===== src/verilog/mmtc_regs.vh =====
// mmtc_regs.vh: constants for the multi-mode timer (modes, fields, reset values)
// assumes: included by bare name from the timer design files
`ifndef MMTC_REGS_VH
`define MMTC_REGS_VH
// mode codes, {extension bit, 3-bit mode field}
`define MMTC_MODE_ONESHOT 4'h0
`define MMTC_MODE_CONT 4'h1
`define MMTC_MODE_COUNTER 4'h2
`define MMTC_MODE_PWM1 4'h3
`define MMTC_MODE_CAPT 4'h4
`define MMTC_MODE_CMP 4'h5
`define MMTC_MODE_GATED 4'h6
`define MMTC_MODE_CAPCMP 4'h7
`define MMTC_MODE_PWM2 4'h8
`define MMTC_MODE_CAPRST 4'h9
// interrupt source select field codes
`define MMTC_IRQ_BOTH0 2'h0
`define MMTC_IRQ_BOTH1 2'h1
`define MMTC_IRQ_CAPT 2'h2
`define MMTC_IRQ_RELOAD 2'h3
// counter values
`define MMTC_CNT_RESTART 16'h0001
`define MMTC_CNT_ZERO 16'h0000
`define MMTC_CNT_MAX 16'hFFFF
// prescale field width and dead time field width
`define MMTC_PRES_W 3
`define MMTC_DT_W 3
`endif


===== src/verilog/mmtc_prescaler.v =====
// mmtc_prescaler.v: divides the system clock into a one-cycle tick enable
// assumes: one clock, synchronous active-high reset; divide is 2^pres_i
`timescale 1ns/1ps
`include "mmtc_regs.vh"
module mmtc_prescaler (
    input wire mclk_i,
    input wire srst_i,
    input wire run_i,
    input wire [`MMTC_PRES_W-1:0] pres_i,
    output wire tick_o
);
    reg [6:0] div_q; // free divider, cleared while stopped
    wire [7:0] lim; // 2^pres_i
    assign lim = 8'h01 << pres_i;
    // tick when the divider reaches its last count
    assign tick_o = run_i && (div_q == (lim[6:0] - 7'h01));
    // divider: restarts when timer stops so first tick is a full period
    always @(posedge mclk_i) begin
        if (srst_i || !run_i || tick_o) begin
            div_q <= 7'h00;
        end else begin
            div_q <= div_q + 7'h01;
        end
    end
endmodule // mmtc_prescaler


===== src/verilog/mmtc_timer.v =====
// mmtc_timer.v: 16-bit multi-mode timer with capture, compare, gated and PWM
// assumes: timer input synchronous to mclk_i; software loads count/reload/pwm
// How it works
// - capture-restart reload: count 0001H, clear flag
// - mode is extension bit plus mode field
// - interrupt source: both, capture only, reload only
// - compare match interrupts, counting continues unreset
// - compare match toggles output when enabled
// - compare count wraps FFFFH to 0000H
// - pwm1 polarity 0: idle low, match high
// - pwm1 polarity 1: idle high, match low
// - capture edge: polarity 0 rising, 1 falling
// - compare output idles at polarity, flips on match
// - gated counts on input level, irq end
// - capture/compare starts first edge, captures later
// - pwm2 polarity 0: output/complement swap on match
// - pwm2 polarity 1: inverted pair swap on match
// - dead time delays active level on pwm2
`timescale 1ns/1ps
`include "mmtc_regs.vh"
module mmtc_timer (
    input wire mclk_i,
    input wire srst_i,
    input wire timer_enable_i, // timer_control_first enable bit
    input wire timer_mode_extension_bit_i, // from timer_control_first
    input wire [2:0] timer_mode_field_i, // from timer_control_second
    input wire polarity_i, // polarity / edge bit
    input wire [`MMTC_PRES_W-1:0] prescale_i, // divide by 2^n
    input wire [1:0] interrupt_source_select_i,
    input wire [`MMTC_DT_W-1:0] dead_time_delay_field_i,
    input wire out_alt_en_i, // timer output alternate function enabled
    input wire cnt_wr_i, // software write of the count
    input wire [15:0] cnt_wdata_i,
    input wire [15:0] reload_i, // reload / compare value
    input wire pwm_wr_i, // software write of pwm value
    input wire [15:0] pwm_wdata_i,
    input wire timer_in_i, // timer input pin
    output reg [15:0] count_o,
    output reg [15:0] pwm_value_o, // pwm value / captured count
    output reg capture_source_flag_o,
    output reg irq_o, // one-cycle interrupt pulse
    output reg tout_o, // timer output pin
    output reg tout_n_o // timer output complement
);
    wire [3:0] mode; // combined mode code
    wire tick; // prescaled count enable
    reg in_q; // previous timer input
    reg armed_q; // capture/compare has seen first edge
    reg level_q; // pwm logical level before dead time
    reg [`MMTC_DT_W-1:0] dt_q; // dead time counter
    reg en_q; // enable one cycle ago
    reg [15:0] count_d;
    reg tog; // compare-mode output toggle request
    reg irq_cap, irq_rel; // event strobes before the source select
    reg cap_ev, rel_ev, set_hi, set_lo;
    wire rise, fall, sel_edge, other_edge, gate_ok, cnt_en;

    assign mode = {timer_mode_extension_bit_i, timer_mode_field_i};
    assign rise = timer_in_i && !in_q;
    assign fall = !timer_in_i && in_q;
    assign sel_edge = polarity_i ? fall : rise;
    assign other_edge = polarity_i ? rise : fall;
    // gated mode counts only while input sits at the active level
    assign gate_ok = (mode != `MMTC_MODE_GATED) || (timer_in_i != polarity_i);
    // capture/compare waits for the first selected edge before counting
    assign cnt_en = gate_ok && ((mode != `MMTC_MODE_CAPCMP) || armed_q);

    mmtc_prescaler u_pres (
        .mclk_i(mclk_i),
        .srst_i(srst_i),
        .run_i(timer_enable_i && cnt_en),
        .pres_i(prescale_i),
        .tick_o(tick)
    );

    // next count and event decode
    always @* begin
        count_d = count_o;
        cap_ev = 1'b0;
        rel_ev = 1'b0;
        tog = 1'b0;
        set_hi = 1'b0;
        set_lo = 1'b0;
        irq_cap = 1'b0;
        irq_rel = 1'b0;
        if (timer_enable_i) begin
            // capture events in the capture modes
            if ((mode == `MMTC_MODE_CAPT || mode == `MMTC_MODE_CAPRST) && sel_edge) begin
                cap_ev = 1'b1;
            end
            if (mode == `MMTC_MODE_CAPCMP && armed_q && sel_edge) begin
                cap_ev = 1'b1;
            end
            // gated: interrupt on the edge that ends the counting level
            if (mode == `MMTC_MODE_GATED && other_edge) begin
                irq_rel = 1'b1;
            end
            if (tick) begin
                count_d = count_o + 16'h0001;
                if (count_o == reload_i) begin
                    if (mode == `MMTC_MODE_CMP) begin
                        // keep counting past the match; wrap is natural
                        irq_rel = 1'b1;
                        tog = 1'b1;
                    end else begin
                        count_d = `MMTC_CNT_RESTART;
                        rel_ev = 1'b1;
                        irq_rel = 1'b1;
                    end
                end
                if (count_o == pwm_value_o && (mode == `MMTC_MODE_PWM1 ||
                        mode == `MMTC_MODE_PWM2)) begin
                    set_hi = 1'b1;
                end
                if (rel_ev && (mode == `MMTC_MODE_PWM1 || mode == `MMTC_MODE_PWM2)) begin
                    set_lo = 1'b1;
                    set_hi = 1'b0; // reload wins over a same-tick match
                end
            end
            // capture-restart also restarts counting on capture
            if (cap_ev) begin
                irq_cap = 1'b1;
                if (mode == `MMTC_MODE_CAPRST || mode == `MMTC_MODE_CAPCMP) begin
                    count_d = `MMTC_CNT_RESTART;
                end
            end
        end
        if (cnt_wr_i) begin
            count_d = cnt_wdata_i; // software write overrides
        end
    end

    // counter, capture register, flag and interrupt
    always @(posedge mclk_i) begin
        if (srst_i) begin
            count_o <= `MMTC_CNT_ZERO;
            pwm_value_o <= `MMTC_CNT_ZERO;
            capture_source_flag_o <= 1'b0;
            irq_o <= 1'b0;
            in_q <= 1'b0;
            armed_q <= 1'b0;
            en_q <= 1'b0;
        end else begin
            count_o <= count_d;
            in_q <= timer_in_i;
            en_q <= timer_enable_i;
            // arm on the first selected edge, disarm when stopped
            if (!timer_enable_i || mode != `MMTC_MODE_CAPCMP) begin
                armed_q <= 1'b0;
            end else if (sel_edge) begin
                armed_q <= 1'b1;
            end
            // capture copies count and marks source in the same edge as irq
            if (cap_ev) begin
                pwm_value_o <= count_o;
            end else if (pwm_wr_i) begin
                pwm_value_o <= pwm_wdata_i;
            end
            if (cap_ev) begin
                capture_source_flag_o <= 1'b1;
            end else if (rel_ev) begin
                capture_source_flag_o <= 1'b0;
            end
            // source select gates which event may interrupt
            case (interrupt_source_select_i)
                `MMTC_IRQ_CAPT: irq_o <= irq_cap;
                `MMTC_IRQ_RELOAD: irq_o <= irq_rel;
                default: irq_o <= irq_cap || irq_rel;
            endcase
        end
    end

    // output logic: logical level, dead time, polarity
    always @(posedge mclk_i) begin
        if (srst_i) begin
            level_q <= 1'b0;
            dt_q <= {`MMTC_DT_W{1'b0}};
            tout_o <= 1'b0;
            tout_n_o <= 1'b1;
        end else if (!timer_enable_i) begin
            // idle: output at polarity, complement opposite
            level_q <= 1'b0;
            dt_q <= {`MMTC_DT_W{1'b0}};
            tout_o <= polarity_i;
            tout_n_o <= !polarity_i;
        end else if (mode == `MMTC_MODE_CMP) begin
            // compare: flip on every match when the pin is routed
            if (tog && out_alt_en_i) begin
                tout_o <= !tout_o;
                tout_n_o <= tout_o;
            end
        end else if (mode == `MMTC_MODE_PWM1) begin
            if (set_hi) begin
                tout_o <= !polarity_i;
            end else if (set_lo) begin
                tout_o <= polarity_i;
            end
            tout_n_o <= 1'b1;
        end else if (mode == `MMTC_MODE_PWM2) begin
            // dead time: both pins rest inactive before the new one goes active
            if (set_hi || set_lo) begin
                level_q <= set_hi;
                dt_q <= dead_time_delay_field_i;
                tout_o <= polarity_i;
                tout_n_o <= polarity_i;
                if (dead_time_delay_field_i == {`MMTC_DT_W{1'b0}}) begin
                    tout_o <= set_hi ^ polarity_i;
                    tout_n_o <= !(set_hi ^ polarity_i);
                end
            end else if (dt_q != {`MMTC_DT_W{1'b0}}) begin
                dt_q <= dt_q - 1'b1;
                if (dt_q == 1'b1) begin
                    tout_o <= level_q ^ polarity_i;
                    tout_n_o <= !(level_q ^ polarity_i);
                end
            end else if (!en_q) begin
                tout_o <= polarity_i;
                tout_n_o <= !polarity_i;
            end
        end else begin
            // other modes: complement on reload
            if (rel_ev && out_alt_en_i) begin
                tout_o <= !tout_o;
                tout_n_o <= tout_o;
            end
        end
    end
endmodule // mmtc_timer


===== config.mk =====
export PLATFORM = sky130hd
export DESIGN_NAME = mmtc_timer
export DESIGN_NICKNAME = d
export VERILOG_FILES = /design/src/verilog/mmtc_prescaler.v /design/src/verilog/mmtc_timer.v
export VERILOG_INCLUDE_DIRS = /design/src /design/src/verilog
export SDC_FILE = /design/constraint.sdc
export NUM_CORES = 1
export LEC_CHECK = 0
export ABC_AREA = 1
export ABC_CLOCK_PERIOD_IN_PS = 3050
export BUFFER_PORTS_ARGS = -buffer_cell sky130_fd_sc_hd__buf_2
export CAP_MARGIN = 20
export CELL_PAD_IN_SITES_DETAIL_PLACEMENT = 0
export CELL_PAD_IN_SITES_GLOBAL_PLACEMENT = 2
export CORE_UTILIZATION = 27
export CTS_BUF_LIST = sky130_fd_sc_hd__clkbuf_16
export DETAILED_ROUTE_END_ITERATION = 8
export GPL_ROUTABILITY_DRIVEN = 0
export PLACE_DENSITY_LB_ADDON = 0.1
export SYNTH_ARGS = -nofsm -noshare
export SYNTH_HDL_FRONTEND = slang
export SYNTH_SLANG_ARGS = --single-unit

===== constraint.sdc =====
create_clock -name mclk_i -period 3.05 [get_ports mclk_i]
set_clock_uncertainty 0.2 [all_clocks]
set_input_delay 0.4575 -clock mclk_i [delete_from_list [all_inputs] [get_ports mclk_i]]
set_output_delay 0.4575 -clock mclk_i [all_outputs]
set_load 0.005 [all_outputs]

==> impl_metrics.toml <==
[synthesis]
ys_seq_elements = 50
async_flop_share_pct = 0
netlist_top_cells_area = "dfxtp_1 (25%), nand2_1 (18%), nor2_1 (8.7%), inv_1 (8.1%), nand3_1 (3.5%)"
synth_seq_area_share_pct = 25.3
ys_types = 44
synth.most_common_cell = "nand2_1"
yosys.area.top_type = "dfxtp_1"
synth_xor_area_share_pct = 3.32
synth_edf_count = 0
synth_top_family_by_area = "simple AND/OR/NAND/NOR gates"
synth.cell_area_um2 = 3950
synth_ff_type = "dfxtp_1"
synth_top_area_share_pct = 25.3
netlist_instances = 654
yosysWarnings = 0
synthAdderAreaFrac_pct = 1.90
syn-mean-instance-area_um2 = 6.04
synth_nets = 728
synth_compound_area_share_pct = 15.3
synth.mux.area_fraction_pct = 0.506
synthTopCellsByCount = "nand2_1 (194), nor2_1 (92), inv_1 (85)"
synth-simple-area-share_pct = 42.3

[timing]
finalCritPeriodShare_pct = 88.4
finalHoldViolCount = 0
min_period_ns = 2.69
max_freq_mhz = 371
finalSetupViolCount = 0
max_slew_margin_pct = 59.6
tightest_slew_ns = 0.606
slew_viol_final = 0
whs_ns = 0.199
rsz0062_at_grt = "false"

[cts]
cts_buffers = 5
clkSlewWorstSetupHoldPaths_ns = 0.08
clockBufferDepth = 2
cts_root_buffer = "clkbuf_16"
insertion_delay_ns = 0.31
clock-sinks = 50
tritoncts = "yes"
cts_max_level = 2

[drt]
drtPass1Iterations = 5
num_vias = 4380
routed_via_density = 4.67
wl_per_cell_um = 15.1
drc = 0
routed_wl_um = 14100
final_antenna_net_count = 0
drtIter0Drc = 160

[pwr]
p_switching_uw = 580
seqPwrFrac_pct = 42.1
powerDensity_nw_per_um2 = 354
p_clk_share_pct = 34.2
p_int_uw = 1140
sw_frac_of_total_pct = 33.6
combPwrFrac_pct = 23.7
cellLeakagePower_uw = 0.00237
vdd_drop_max_uv = 213
power.total_uw = 1720

[layout]
multi_input_area_um2 = 2500
final_nets = 830
antenna_cells = 0
drive_gt1_share_pct = 22.2
post-route-util_pct = 34.5
fill_cells = 1642
area_growth_pct = 23.2
final_cells = 937
seq_area_um2 = 1000

[setup_path]
crit_arrival_ns = 2.75
criticalPathCategory = "reg -> reg"
start_kind = "flop"
cp-end-kind = "flop"
path_max_fanout = 8
crit_required_ns = 3.10
rr_worst_depth = 16

[global_routing]
grt_pass1_vias = 4316
grt_max_degree = 31
grtUsageTotal_pct = 19.6
overflow = 0
grt_pass1_wl_um = 22400
grt_antenna_before_repair = 0

[die]
rows = 43
core-area_um2 = 14100
dieArea_um2 = 15100
die_w_um = 123
die_h_um = 123
num_io_pins = 104
start_util_pct = 28.0

[placed_design]
portBuffers = 103
hpwl_um = 11100
dp_cells = 929

[min_path]
whs_path_depth = 3
hp-class = "in -> reg"

[status]
status = "completed"

[flow_run]
cap_violations = 0
## kinds of logic after synthesis
| kind of cell | after synthesis |
|---|---|
| buffers and inverters | 113 |
| AND/OR/NAND/NOR | 374 |
| adder cells (fa/ha/maj) | 6 |
| multiplexers | 2 |
| XOR/XNOR | 15 |
| flip-flops | 50 |
| AO/OA/AOI/OAI | 94 |
## power by group through the flow
stage,logic [uW],registers [uW],clock network [uW]
floorplan,245,732,0
global placement,411,743,0
finish,408,727,590
CTS,415,728,621
detailed placement,413,743,0
global route,466,732,636
## layer usage
| layer | wire length (um) | global-route usage, % | part of all wire [%] |
|---|---|---|---|
| met2 | 6870 | 35.4 | 49 |
| met5 | 0 | 0 | 0 |
| met3 | 522 | 3.18 | 3.7 |
| met1 | 6590 | 24.6 | 47 |
| met4 | 121 | 3.39 | 0.86 |
## state kept, by name (all words and copies together) (netlist names)
name,cells
u_pres.div_q,7
armed_q,1
en_q,1
dt_q,3
capture_source_flag_o,1
in_q,1
irq_o,1
level_q,1
tout_n_o,1
count_o,16
tout_o,1
pwm_value_o,16
## worst paths after layout
check | startpoint | end | slack, ns
min reg2reg | capture_source_flag_o | capture_source_flag_o | 0.26
max reg2reg | count_o[4] | tout_o | 0.36
min | timer_in_i | in_q | 0.20
max | count_o[4] | tout_o | 0.36
## cells in the final DEF, fill, tap and decap left out, drive strengths merged, types with 14 or more instances in the layout
master	netlist	final
nand2	204	204
buf	12	118
nand4	16	16
nand3	32	32
a211oi	18	18
a21oi	27	27
xor2	14	14
dfxtp	50	50
inv	89	89
o21ai	21	21
nor2	106	106
## cell type report
| class | instances | area share [%] |
|---|---|---|
| well taps | 180 | 4.62 |
| flip-flops and latches | 50 | 20.6 |
| multi-input cells | 491 | 51.4 |
| repair buffers | 118 | 13.6 |
| inverters | 90 | 6.94 |
| clock buffers | 5 | 2.57 |
| clock inverters | 3 | 0.334 |
## worst max-delay path, stage by stage (launching register included)
cell and delay [ns]:
dfxtp_1 0.55, inv_1 0.15, nand2_1 0.08, nand2_1 0.04, nor2_1 0.21, nand2_1 0.09
nor2_2 0.25, nand2_1 0.13, nor2_2 0.22, nand3_1 0.12, nand2_2 0.12, nor2_1 0.05
nand2_1 0.06, nand4_1 0.12, nand2_1 0.08, nand2_1 0.06, a21oi_2 0.09
## through the flow
step,setup WS (ns),setup TNS (ns),cell area [um2]
4_1_cts,0.285,0,4870
3_3_place_gp,0.0371,0,4700
3_5_place_dp,-0.00313,-0.00313,4730
5_1_grt,0.0923,0,4870
2_1_floorplan,0.421,0,3950
6_report,0.355,0,4870
## repair_timing
item                                    in CTS  in global routing
setup buffers                                0                  0
hold buffers                                 0                  0
hold endpoints to repair                     0                  0
endpoints found under the setup margin       0                  2
resized for setup                            0                  1
No activity file was read; power rests on OpenSTA's default activity.
